### config.mk
export PLATFORM = sky130hd
export DESIGN_NAME = tap_ctrl
export DESIGN_NICKNAME = d
export VERILOG_FILES = /design/src/rtl/tap_pkg.sv /design/src/rtl/tap_ctrl.sv
export SDC_FILE = /design/constraint.sdc
export NUM_CORES = 1
export LEC_CHECK = 0
export CAP_MARGIN = 40
export CORE_ASPECT_RATIO = 0.6
export CORE_MARGIN = 5
export CORE_UTILIZATION = 30
export DETAILED_ROUTE_END_ITERATION = 7
export DONT_BUFFER_PORTS = 1
export PLACE_DENSITY = 0.53
export SLEW_MARGIN = 40
export SYNTH_ARGS = -nofsm -noshare
export SYNTH_HDL_FRONTEND = slang
export SYNTH_SLANG_ARGS = --single-unit
export TNS_END_PERCENT = 30
### constraint.sdc
create_clock -name core_clk -period 3 [get_ports core_clk]
set_input_delay 0.45 -clock core_clk [delete_from_list [all_inputs] [get_ports core_clk]]
set_output_delay 0.45 -clock core_clk [all_outputs]
set_load 0.02 [all_outputs]
### src/rtl/tap_pkg.sv
// tap_pkg: shared constants and types for the scan-port controller
// assumes a single core clock that oversamples the test clock pin
`default_nettype none
package tap_pkg;
  localparam int unsigned IR_W = 8;
  localparam logic [7:0] IR_CAPTURE = 8'h81;        // fixed capture pattern 10000001
  localparam logic [7:0] IR_BYPASS  = 8'hFF;        // all-ones selects bypass
  localparam logic [7:0] IR_RESET   = 8'hFF;        // reset selects bypass
  localparam int unsigned DR_W = 8;                 // width of the generic user data register
  localparam logic [7:0] DR_RESET   = 8'h00;
  localparam int unsigned SYNC_W = 3;
  localparam int unsigned CORE_PERIOD_NS = 100;

  typedef enum logic [3:0] {
    ST_RESET  = 4'h0, ST_IDLE   = 4'h1, ST_SEL_DR = 4'h2, ST_CAP_DR = 4'h3,
    ST_SH_DR  = 4'h4, ST_EX1_DR = 4'h5, ST_PA_DR  = 4'h6, ST_EX2_DR = 4'h7,
    ST_UP_DR  = 4'h8, ST_SEL_IR = 4'h9, ST_CAP_IR = 4'hA, ST_SH_IR  = 4'hB,
    ST_EX1_IR = 4'hC, ST_PA_IR  = 4'hD, ST_EX2_IR = 4'hE, ST_UP_IR  = 4'hF
  } tap_state_t;

  typedef struct packed {
    logic tck;
    logic tms;
    logic tdi;
  } link_in_t;

  typedef struct packed {
    logic tdo;
    logic tdo_oe;
  } link_out_t;
endpackage : tap_pkg
`default_nettype wire

### src/rtl/tap_ctrl.sv
// tap_ctrl: four-wire scan-port controller with instruction and bypass registers
// assumes test pins arrive asynchronously; core_clk is much faster than the test clock
// Notes on behaviour
// - apart from the synchronisers, edge detector and bypass_sel, every register and state changes only at a detected test clock edge.
// - the mode and data inputs are sampled at the rising test clock edge.
// - the serial output and its enable change only at the falling test clock edge.
// - from the reset state a low mode input at a rising edge moves to idle.
// - the controller walks through idle and both select states to an instruction scan.
// - leaving instruction capture loads the pattern 10000001 into the shift stage.
// - entering a shift state enables the serial output at the falling edge.
// - in instruction shift one bit enters per rising edge while the old bits leave.
// - the last instruction bit shifts as the state moves to exit1.
// - at the falling edge in either exit1 state the serial output is released.
// - the instruction is updated at the falling edge in instruction update; all ones is bypass.
// - leaving data capture with bypass selected clears the bypass bit.
// - in bypass the input appears on the output one bit later.
// - the selected data register takes the shifted data at the falling edge in data update.
// - after data update the walk through both select states returns to reset.
`default_nettype none
module tap_ctrl
  import tap_pkg::*;
#(
  parameter int unsigned DR_WIDTH = DR_W
) (
  // core clock and reset
  input  wire logic                core_clk,
  input  wire logic                rst_b,
  // test link pins
  input  wire link_in_t            link_in,
  output var  link_out_t           link_out,
  // decoded state for the surrounding logic
  output var  logic [IR_W-1:0]     instr,
  output var  logic [DR_WIDTH-1:0] user_dr,
  output var  logic                bypass_sel
);

  // three-stage synchronisers for the pins
  logic [SYNC_W-1:0] tck_s_q, tms_s_q, tdi_s_q;
  always_ff @(posedge core_clk or negedge rst_b) begin
    if (!rst_b) begin
      tck_s_q <= '0;
      tms_s_q <= '0;
      tdi_s_q <= '0;
    end else begin
      tck_s_q <= {tck_s_q[1:0], link_in.tck};
      tms_s_q <= {tms_s_q[1:0], link_in.tms};
      tdi_s_q <= {tdi_s_q[1:0], link_in.tdi};
    end
  end

  // edge detection waits until the synchroniser holds the pin's own level,
  // so a test clock that idles high gives no false rising edge after reset
  localparam int unsigned ARM_CNT = SYNC_W + 1;
  logic [2:0] arm_cnt_q;
  logic       armed;
  assign armed = (arm_cnt_q == 3'(ARM_CNT));
  always_ff @(posedge core_clk or negedge rst_b) begin
    if (!rst_b) arm_cnt_q <= '0;
    else if (!armed) arm_cnt_q <= arm_cnt_q + 3'h1;
  end

  // filtered test clock level: changes once stages two and three agree
  logic tck_lvl_q;
  always_ff @(posedge core_clk or negedge rst_b) begin
    if (!rst_b) tck_lvl_q <= 1'b0;
    else if (!armed || tck_s_q[1] == tck_s_q[2]) tck_lvl_q <= tck_s_q[2];
  end

  logic rise, fall;
  assign rise = armed && (tck_s_q[1] == tck_s_q[2]) && tck_s_q[2] && !tck_lvl_q;
  assign fall = armed && (tck_s_q[1] == tck_s_q[2]) && !tck_s_q[2] && tck_lvl_q;

  // tms and tdi are taken from the same stage as the clock edge
  logic tms_i, tdi_i;
  assign tms_i = tms_s_q[2];
  assign tdi_i = tdi_s_q[2];

  // next-state function of the sixteen-state controller
  function automatic tap_state_t next_state(tap_state_t s, logic m);
    unique case (s)
      ST_RESET:  next_state = m ? ST_RESET  : ST_IDLE;
      ST_IDLE:   next_state = m ? ST_SEL_DR : ST_IDLE;
      ST_SEL_DR: next_state = m ? ST_SEL_IR : ST_CAP_DR;
      ST_CAP_DR: next_state = m ? ST_EX1_DR : ST_SH_DR;
      ST_SH_DR:  next_state = m ? ST_EX1_DR : ST_SH_DR;
      ST_EX1_DR: next_state = m ? ST_UP_DR  : ST_PA_DR;
      ST_PA_DR:  next_state = m ? ST_EX2_DR : ST_PA_DR;
      ST_EX2_DR: next_state = m ? ST_UP_DR  : ST_SH_DR;
      ST_UP_DR:  next_state = m ? ST_SEL_DR : ST_IDLE;
      ST_SEL_IR: next_state = m ? ST_RESET  : ST_CAP_IR;
      ST_CAP_IR: next_state = m ? ST_EX1_IR : ST_SH_IR;
      ST_SH_IR:  next_state = m ? ST_EX1_IR : ST_SH_IR;
      ST_EX1_IR: next_state = m ? ST_UP_IR  : ST_PA_IR;
      ST_PA_IR:  next_state = m ? ST_EX2_IR : ST_PA_IR;
      ST_EX2_IR: next_state = m ? ST_UP_IR  : ST_SH_IR;
      ST_UP_IR:  next_state = m ? ST_SEL_DR : ST_IDLE;
    endcase
  endfunction

  // controller state advances on rising test clock edges
  tap_state_t state_q;
  always_ff @(posedge core_clk or negedge rst_b) begin
    if (!rst_b) state_q <= ST_RESET;
    else if (rise) state_q <= next_state(state_q, tms_i);
  end

  // instruction shift stage
  logic [IR_W-1:0] ir_sh_q;
  always_ff @(posedge core_clk or negedge rst_b) begin
    if (!rst_b) ir_sh_q <= '0;
    else if (rise) begin
      if (state_q == ST_CAP_IR) ir_sh_q <= IR_CAPTURE;
      else if (state_q == ST_SH_IR) ir_sh_q <= {tdi_i, ir_sh_q[IR_W-1:1]};
    end
  end

  // instruction register updates on the falling edge in update-ir
  always_ff @(posedge core_clk or negedge rst_b) begin
    if (!rst_b) instr <= IR_RESET;
    else if (fall) begin
      if (state_q == ST_RESET) instr <= IR_RESET;
      else if (state_q == ST_UP_IR) instr <= ir_sh_q;
    end
  end

  // bypass selection mirrors the current instruction
  always_ff @(posedge core_clk or negedge rst_b) begin
    if (!rst_b) bypass_sel <= 1'b1;
    else bypass_sel <= (instr == IR_BYPASS);
  end

  // bypass bit and generic data shift stage
  logic                bp_q;
  logic [DR_WIDTH-1:0] dr_sh_q;
  always_ff @(posedge core_clk or negedge rst_b) begin
    if (!rst_b) begin
      bp_q    <= 1'b0;
      dr_sh_q <= '0;
    end else if (rise) begin
      if (state_q == ST_CAP_DR) begin
        bp_q    <= 1'b0;
        dr_sh_q <= user_dr;
      end else if (state_q == ST_SH_DR) begin
        if (bypass_sel) bp_q <= tdi_i;
        else dr_sh_q <= {tdi_i, dr_sh_q[DR_WIDTH-1:1]};
      end
    end
  end

  // selected data register updates on the falling edge in update-dr
  always_ff @(posedge core_clk or negedge rst_b) begin
    if (!rst_b) user_dr <= DR_RESET;
    else if (fall && state_q == ST_UP_DR && !bypass_sel) user_dr <= dr_sh_q;
  end

  // serial output and enable change only at falling edges
  always_ff @(posedge core_clk or negedge rst_b) begin
    if (!rst_b) link_out <= '0;
    else if (fall) begin
      unique case (state_q)
        ST_SH_IR: link_out <= '{tdo: ir_sh_q[0], tdo_oe: 1'b1};
        ST_SH_DR: link_out <= '{tdo: bypass_sel ? bp_q : dr_sh_q[0], tdo_oe: 1'b1};
        default:  link_out <= '{tdo: 1'b0, tdo_oe: 1'b0};
      endcase
    end
  end
endmodule // tap_ctrl
`default_nettype wire

==> flow_summary.yaml, run 1 <==
run_status:
  status: "completed"
layout:
  fill_cells: 796
  fin_util: 0.345
  drive_gt1_frac: 0.227
  antennaDiodeCount: 0
  nNetsFinal: 232
  area_delta_synth_final_pct: 11.8
setup_path:
  worst-path-stages: 4
  path_max_fanout: 17
  crit_arrival_ps: 2380
  startpoint_type: "flop"
  endpoint_kind: "flop"
  path_buf_inv: 0
  path_cells: "and4bb_2, o211ai_1, or2_2, mux2_2"
  worstSetupEndpoint: "dr_sh_q[0]$_DFFE_PN0P_"
  rr_endpoint: "dr_sh_q[0]$_DFFE_PN0P_"
  cp.required_ps: 3170
  cp_slowest_cell: "dfrtp_1"
  critical_path.top_delay_family: "simple AND/OR/NAND/NOR gates"
  timing.rr.start: "state_q[1]$_DFFE_PN0P_"
  critPathLaunch: "state_q[1]$_DFFE_PN0P_"
  r2r_slack_ps: 780
  r2r_cells: 4
  max_stage_delay_ps: 650
  path_class: "reg -> reg"
global_routing:
  grt_max_degree: 45
  grt_pass1_vias: 1588
  antenna_found_initial: 0
  overflow: 0
  grt_pass1_wl_um: 8480
  grtUsageTotal: 0.106
cts:
  cts_setup_buffers: 0
  ctsHoldBuffers: 1
  clk_pin_slew_ps: 70
  insertion_delay_ps: 280
  clkSinkCount: 53
  cts_resized: 0
  h-tree-depth: 2
  cts_tree: "yes"
  clock_path_buffers: 2
  cts_root_buffer: "clkbuf_16"
  numCtsBuffers: 5
die:
  ios: 24
  die_width_um: 126
  fp-row-count: 25
  die_y_um: 79.9
  start_util: 0.309
  fp.coreArea_mm2: 0.00791
  dieArea_mm2: 0.0101
route:
  drtPass1Iterations: 4
  vias_per_cell: 4.71
  drt_wl_total_um: 4910
  routedWlPerCell_um: 14.7
  drc: 0
  dr.first_iter.drc_count: 97
  detailroute.via_count: 1570
  antenna_left: 0
synthesis:
  synth_cells: 226
  syn_area_per_cell_um2: 10.8
  syn_nets: 233
  synth_area_mm2: 0.00244
  ys_types: 43
  ys_warn_count: 0
  synth-seq-cells: 53
  seq_area_frac_synth: 0.548
timing:
  slew_headroom: 0.671
  setup_viol: 0
  setup_ws_ps: 785
  drv_slew: 0
  finalSetupTns_ps: 0
  fin_crit_sh: 0.738
  fin_skew_ps: 6.18
  rsz0062_at_grt: "no"
  hold_viol: 0
  min_period_ps: 2220
  max_freq_mhz: 451
  worst_pin_slew_ps: 492
power:
  vdd_drop_max_uv: 335
  p_leak_nw: 1.15
  powerDensity_mw_per_mm2: 839
  totalPowerFinal_w: 0.00229
placed_design:
  dpl_worst_slack_ps: 799
  place.gp.congestion: 0.774
  hpwl_um: 3340
  portBuffers: 0
worst_hold_path:
  hold_path_class: "in -> async"
job:
  maxCapViolations: 0
stage by stage:
| step | instance area, um2 | instances | hold WS [ps] |
|---|---|---|---|
| after floorplan | 2440 | 226 | 154 |
| after global placement | 2530 | 324 | 157 |
| after detailed placement | 2530 | 324 | 157 |
| after CTS | 2720 | 332 | 0.422 |
| after global routing | 2730 | 333 | 15.1 |
| final | 2730 | 333 | 3.48 |
state kept, by name, indices dropped and copies added (netlist names):
name	count
dr_sh_q	8
instr	8
ir_sh_q	8
user_dr	8
state_q	4
arm_cnt_q	3
tck_s_q	3
tdi_s_q	3
tms_s_q	3
link_out	2
bp_q	1
bypass_sel	1
tck_lvl_q	1
report_power, final:
part / switching [W] / internal (W) / leakage [nW] / total, W
Combinational: 0.000320 / 0.000244 / 0.394 / 0.000564
Clock: 0.000238 / 0.000387 / 0.0797 / 0.000626
Sequential: 0.000236 / 0.000864 / 0.673 / 0.00110
Total: 0.000794 / 0.00150 / 1.15 / 0.00229
synthesized netlist by cell type:
| cell type | instances | area, um2 |
|---|---|---|
| dfrtp_1 | 44 | 1100 |
| nor2_1 | 27 | 101 |
| mux2_2 | 24 | 270 |
| nand2_1 | 24 | 90.1 |
| o21ai_0 | 17 | 85.1 |
| a21oi_1 | 10 | 50.1 |
| dfstp_2 | 9 | 236 |
| clkbuf_1 | 6 | 22.5 |
| inv_1 | 6 | 22.5 |
| nor2b_1 | 6 | 37.5 |
| nand4_1 | 4 | 25.0 |
| a2111oi_0 | 3 | 26.3 |
| buf_2 | 3 | 15.0 |
| nand2b_1 | 3 | 18.8 |
| o211ai_1 | 3 | 22.5 |
| o21a_1 | 3 | 22.5 |
| a21oi_2 | 2 | 17.5 |
| a32oi_1 | 2 | 17.5 |
| buf_1 | 2 | 7.51 |
| buf_6 | 2 | 22.5 |
| ha_1 | 2 | 25.0 |
| nand3_1 | 2 | 10.0 |
| nor3_1 | 2 | 10.0 |
| a2111oi_4 | 1 | 27.5 |
| a22o_1 | 1 | 8.76 |
| and3_1 | 1 | 6.26 |
| and4_1 | 1 | 8.76 |
| and4bb_2 | 1 | 12.5 |
| buf_4 | 1 | 7.51 |
| mux2i_1 | 1 | 10.0 |
| nor3b_1 | 1 | 7.51 |
| nor4_1 | 1 | 6.26 |
| nor4b_1 | 1 | 8.76 |
| o2111ai_1 | 1 | 8.76 |
| o22a_1 | 1 | 8.76 |
| o22ai_1 | 1 | 6.26 |
| o32ai_1 | 1 | 8.76 |
| or2_2 | 1 | 6.26 |
| or3_1 | 1 | 6.26 |
| or4_1 | 1 | 7.51 |
| or4_4 | 1 | 11.3 |
| xnor2_1 | 1 | 8.76 |
| xor2_1 | 1 | 8.76 |
area by class of cell:
cell class                 instances  area (um2)  share of cell area
clock buffer                       5         125              0.0458
clock inverter                     2        35.0              0.0128
inverter                           6        22.5             0.00825
sequential                        53        1340               0.490
multi-input combinational        153        1010               0.369
tap                              108         135              0.0495
timing repair buffer               6        67.6              0.0247
per-layer routing:
metal / track usage / wire length (um)
met1: 0.166 / 2810
met3: 0.0394 / 159
met2: 0.132 / 1900
met5: 0 / 0
met4: 0.0246 / 43
worst min-delay path by stage:
stage	start	to	slack, ps	cells past startpoint
2_1_floorplan	rst_b	arm_cnt_q[0]$_DFFE_PN0P_	150	0
5_1_grt	rst_b	dr_sh_q[3]$_DFFE_PN0P_	20	1
4_1_cts	rst_b	instr[2]$_DFFE_PN1P_	0.4	0
6_report	rst_b	dr_sh_q[3]$_DFFE_PN0P_	3	1
3_3_place_gp	rst_b	dr_sh_q[3]$_DFFE_PN0P_	160	0
3_5_place_dp	rst_b	dr_sh_q[3]$_DFFE_PN0P_	160	0
placed cells by master (no fill, tap or decap), drive strengths merged, types with 2 or more instances in the layout:
master,synthesis,final
a2111oi,4,4
a21oi,12,12
a32oi,2,2
buf,8,5
clkbuf,6,5
dfrtp,44,44
dfstp,9,9
ha,2,2
inv,6,6
mux2,24,24
nand2,24,24
nand2b,3,3
nand3,2,2
nand4,4,4
nor2,27,27
nor2b,6,6
nor3,2,2
o211ai,3,3
o21a,3,3
o21ai,17,17
or4,2,2
logic make-up (layout without fill, tap and decap cells):
kind of cell               count (synthesis)  count (layout)  share of synthesized area
muxes                                     25              25                      0.115
xor gates and xnor gates                   2               2                    0.00717
adders and majority gates                  2               2                     0.0102
buffers and inverters                     20              19                     0.0400
DFF                                       53              53                      0.548
and+or+nand+nor                           78              78                      0.153
AOI/OAI and AO/OA                         46              46                      0.127
(Power assumes the default switching activity.)
==> inputs of run 2 (changes only) <==
PLACE_DENSITY = 0.54   (was 0.53)
clock period = 2 ns   (was 3 ns; I/O delays follow)
==> flow_summary.yaml, run 2 (synthesis gave the netlist of run 1 again) <==
cts:
  h-tree-depth: 2
  clkSinkCount: 53
  cts_setup_buffers: 0
  numCtsBuffers: 5
  clk_pin_slew_ps: 70
  cts_tree: "yes"
  clock_path_buffers: 2
  insertion_delay_ps: 290
  cts_root_buffer: "clkbuf_16"
placed_design:
  portBuffers: 0
  place.gp.congestion: 0.767
  place_area_mm2: 0.00262
  hpwl_um: 3490
die:
  die_y_um: 79.9
  die_width_um: 126
  fp.coreArea_mm2: 0.00791
  start_util: 0.309
  dieArea_mm2: 0.0101
  fp-row-count: 25
  ios: 24
global_routing:
  antenna_found_initial: 0
  overflow: 0
  grt_max_degree: 54
  grt_pass1_wl_um: 8490
  grtUsageTotal: 0.106
  grt_pass1_vias: 1633
layout:
  fin_area_mm2: 0.00285
  drive_gt1_frac: 0.269
  final_common_cell: "dfrtp_1"
  fill_cells: 786
  area_delta_synth_final_pct: 16.6
  nNetsFinal: 240
  antennaDiodeCount: 0
  mostFrequentLayoutCells: "dfrtp_1 (44), nor2_1 (27), mux2_2 (24)"
  fin_util: 0.360
job:
  maxCapViolations: 0
timing:
  hold_viol: 0
  finalSetupTns_ps: 0
  setup_viol: 0
  min_period_ps: 1860
  rsz0062_at_grt: "no"
  fin_crit_sh: 0.931
  worst_pin_slew_ps: 478
  slew_headroom: 0.673
  fin_skew_ps: 5.83
  drv_slew: 0
  max_freq_mhz: 537
setup_path:
  path_cells: "inv_1, ha_1, and3_2, nand2_1, o32ai_1, a2111oi_0"
  cp_slowest_cell: "a2111oi_0"
  path_max_fanout: 7
  startpoint_type: "flop"
  max_stage_delay_ps: 440
  r2r_cells: 6
  crit_arrival_ps: 2010
  cp.required_ps: 2150
  endpoint_kind: "flop"
  path_class: "reg -> reg"
power:
  p_leak_nw: 1.20
  internal_power_w: 0.00236
  vdd_drop_max_uv: 678
  combPwrFrac: 0.277
  powerDensity_mw_per_mm2: 1250
  p_sw_frac: 0.340
  switchingPower_w: 0.00121
  clkPwrFrac: 0.274
  totalPowerFinal_w: 0.00357
  p_seq_frac: 0.448
route:
  dr.first_iter.drc_count: 124
  drt_wl_total_um: 4940
  routedWlPerCell_um: 14.4
  antenna_left: 0
  drtPass1Iterations: 4
  vias_per_cell: 4.79
  detailroute.via_count: 1638
  drc: 0
worst_hold_path:
  hold_path_class: "in -> reg"
  hold_path_depth: 0
run_status:
  status: "completed"
## run 2: power groups by stage
stage / Clock [W] / Sequential [W] / Combinational [W]
floorplan: 0 / 0.00153 / 0.000758
global placement: 0 / 0.00163 / 0.000941
detailed placement: 0 / 0.00163 / 0.000952
CTS: 0.00102 / 0.00161 / 0.000992
global route: 0.00107 / 0.00163 / 0.00112
finish: 0.000980 / 0.00160 / 0.000991
## run 2: metrics by stage
stage               std cells  hold slack [ps]  worst slack, ps
global route              342             22.3             42.0
CTS                       342             31.6             16.5
finish                    342             36.9              137
global placement          332             7.41             65.6
floorplan                 226             4.41             60.0
detailed placement        332             7.59             2.20
## run 2: layout make-up
type / count / area, um2 / area share
tap: 108 / 135 / 0.0474
multi-input combinational: 153 / 1030 / 0.361
inverter: 6 / 22.5 / 0.00791
clock inverter: 1 / 30.0 / 0.0105
sequential: 53 / 1340 / 0.469
clock buffer: 7 / 143 / 0.0501
timing repair buffer: 14 / 153 / 0.0536
## run 2: critical path: cells and delay by family, from the launching register on
family / cells / cell delay, ps
AOI/OAI and AO/OA: 2 / 590
adders and majority gates: 1 / 250
buffers and inverters: 1 / 70
DFF: 1 / 350
and+or+nand+nor: 2 / 470
## run 2: what timing repair did
action,CTS,global route
hold buffers,2,0
cloned,0,0
pin swaps,0,1
endpoints found under the setup margin,1,16
resized for setup,1,4
endpoints found under the hold margin,53,0
## run 2: path summary, 6_finish.rpt
| check | from | endpoint | slack [ps] |
|---|---|---|---|
| max | arm_cnt_q[0]$_DFFE_PN0P_ | state_q[0]$_DFFE_PN0P_ | 140 |
| min reg2reg | tdi_s_q[0]$_DFF_PN0_ | tdi_s_q[1]$_DFF_PN0_ | 350 |
| min in group asynchronous | rst_b | user_dr[2]$_DFFE_PN0P_ | 530 |
| min | link_in[2] | tck_s_q[0]$_DFF_PN0_ | 40 |
| max in group asynchronous | rst_b | instr[2]$_DFFE_PN1P_ | 1170 |
| max reg2reg | arm_cnt_q[0]$_DFFE_PN0P_ | state_q[0]$_DFFE_PN0P_ | 140 |
## run 2: metal layers
layer	share of wire	track usage	routed length, um	up-vias
met3	0.054	0.0354	265	4
met1	0.51	0.152	2520	793
met2	0.43	0.149	2100	33
met4	0.010	0.0289	51	0
li1	-	-	-	808
met5	0	0	0	-
==> inputs of run 3 (changes only) <==
PLACE_DENSITY = 0.56   (was 0.54)
==> flow_summary.yaml, run 3 (synthesis gave the netlist of run 1 again) <==
route:
  routedWlPerCell_um: 14.0
  drtPass1Iterations: 4
  drt_wl_total_um: 4780
  detailroute.via_count: 1683
  vias_per_cell: 4.92
  drc: 0
  antenna_left: 0
  dr.first_iter.drc_count: 88
timing:
  setup_viol: 0
  fin_skew_ps: 8.40
  fin_crit_sh: 0.932
  min_period_ps: 1860
  worst_pin_slew_ps: 419
  finalSetupTns_ps: 0
  rsz0062_at_grt: "no"
  hold_viol: 0
  slew_headroom: 0.720
  max_freq_mhz: 536
  drv_slew: 0
global_routing:
  overflow: 0
  grtUsageTotal: 0.102
  grt_max_degree: 54
  antenna_found_initial: 0
  grt_pass1_wl_um: 8250
  grt_pass1_vias: 1557
layout:
  nNetsFinal: 240
  final_common_cell: "dfrtp_1"
  mostFrequentLayoutCells: "dfrtp_1 (44), nor2_1 (27), nand2_1 (24), mux2_2 (24), o21ai_0 (16)"
  regArea_mm2: 0.00134
  fill_cells: 781
  antennaDiodeCount: 0
  drive_gt1_frac: 0.256
  multi_input_area_mm2: 0.00102
  area_delta_synth_final_pct: 15.0
job:
  maxCapViolations: 0
placed_design:
  hpwl_um: 3350
  place.gp.congestion: 0.814
  portBuffers: 0
die:
  fp-row-count: 25
  ios: 24
  start_util: 0.309
  fp.coreArea_mm2: 0.00791
  die_y_um: 79.9
  die_width_um: 126
  dieArea_mm2: 0.0101
cts:
  clkSinkCount: 53
  cts_setup_buffers: 0
  h-tree-depth: 2
  numCtsBuffers: 5
  clk_pin_slew_ps: 60
  insertion_delay_ps: 290
  clock_path_buffers: 2
  cts_root_buffer: "clkbuf_16"
  cts_tree: "yes"
worst_hold_path:
  hold_path_class: "in -> reg"
power:
  clkPwrFrac: 0.241
  p_leak_nw: 1.18
  switchingPower_w: 0.00122
  p_seq_frac: 0.475
  vdd_drop_max_uv: 768
  p_sw_frac: 0.357
  powerDensity_mw_per_mm2: 1210
  combPwrFrac: 0.284
  internal_power_w: 0.00219
  totalPowerFinal_w: 0.00340
setup_path:
  startpoint_type: "flop"
  path_max_fanout: 8
  endpoint_kind: "flop"
  crit_arrival_ps: 2040
  path_class: "reg -> reg"
  cp.required_ps: 2170
run_status:
  status: "completed"
run 3: cell types whose count changed in the layout (fill, tap and decap cells not counted), sizes merged:
cell      previous run  this run
bufinv               1         0
clkinvlp             0         1
run 3: area by class of cell:
class | count | area share
flip-flops and latches | 53 | 0.476
multi-input cells | 153 | 0.363
well taps | 108 | 0.0481
inverters | 6 | 0.00802
clock buffers | 7 | 0.0472
repair buffers | 14 | 0.0544
clock inverters | 1 | 0.00267
run 3: final timing paths:
| path | start | depth (start not counted) | end | slack (ps) |
|---|---|---|---|---|
| min in group asynchronous | rst_b | 2 | dr_sh_q[1]$_DFFE_PN0P_ | 520 |
| worst max register to register | arm_cnt_q[0]$_DFFE_PN0P_ | 6 | dr_sh_q[5]$_DFFE_PN0P_ | 140 |
| worst min-delay path | link_in[1] | 0 | tms_s_q[0]$_DFF_PN0_ | 40 |
| worst max-delay path | arm_cnt_q[0]$_DFFE_PN0P_ | 6 | dr_sh_q[5]$_DFFE_PN0P_ | 140 |
| max in group asynchronous | rst_b | 2 | instr[1]$_DFFE_PN1P_ | 1180 |
| worst min register to register | tdi_s_q[0]$_DFF_PN0_ | 0 | tdi_s_q[1]$_DFF_PN0_ | 350 |
run 3: worst max-delay path, stage by stage (launching register included):
cell and delay, ps:
dfrtp_1 380, inv_1 90, ha_1 200, and3_1 210, o211ai_1 130, or2_2 440, mux2_2 300
run 3: power by group through the flow:
stage	Clock, W	Combinational [W]	Sequential, W
floorplan	0	0.000758	0.00153
global placement	0	0.000926	0.00163
detailed placement	0	0.000924	0.00163
CTS	0.000850	0.000960	0.00161
global route	0.000891	0.00107	0.00165
finish	0.000820	0.000965	0.00162
run 3: metrics by stage:
| stage | cells | instance area [um2] | hold WS (ps) | worst slack [ps] | util |
|---|---|---|---|---|---|
| 4_1_cts | 342 | 2800 | 33.3 | 123 | 0.354 |
| 3_5_place_dp | 332 | 2620 | 7.44 | 129 | 0.331 |
| 3_3_place_gp | 332 | 2620 | 7.15 | 143 | 0.331 |
| 6_report | 342 | 2810 | 39.2 | 135 | 0.355 |
| 2_1_floorplan | 226 | 2450 | 4.41 | 60.0 | - |
| 5_1_grt | 342 | 2810 | 24.0 | 8.74 | 0.355 |
run 3: timing repair:
action / CTS / global route
endpoints found under the setup margin: 0 / 10
hold buffers: 2 / 0
gates resized for setup: 0 / 3
hold endpoints to repair: 53 / 0
run 3: per-layer routing:
| metal | global-route usage | up-vias | wire [um] |
|---|---|---|---|
| met5 | 0 | - | 0 |
| met4 | 0.0385 | 0 | 59 |
| met3 | 0.0267 | 5 | 313 |
| met1 | 0.158 | 824 | 2510 |
| met2 | 0.131 | 40 | 1900 |
| li1 | - | 814 | - |
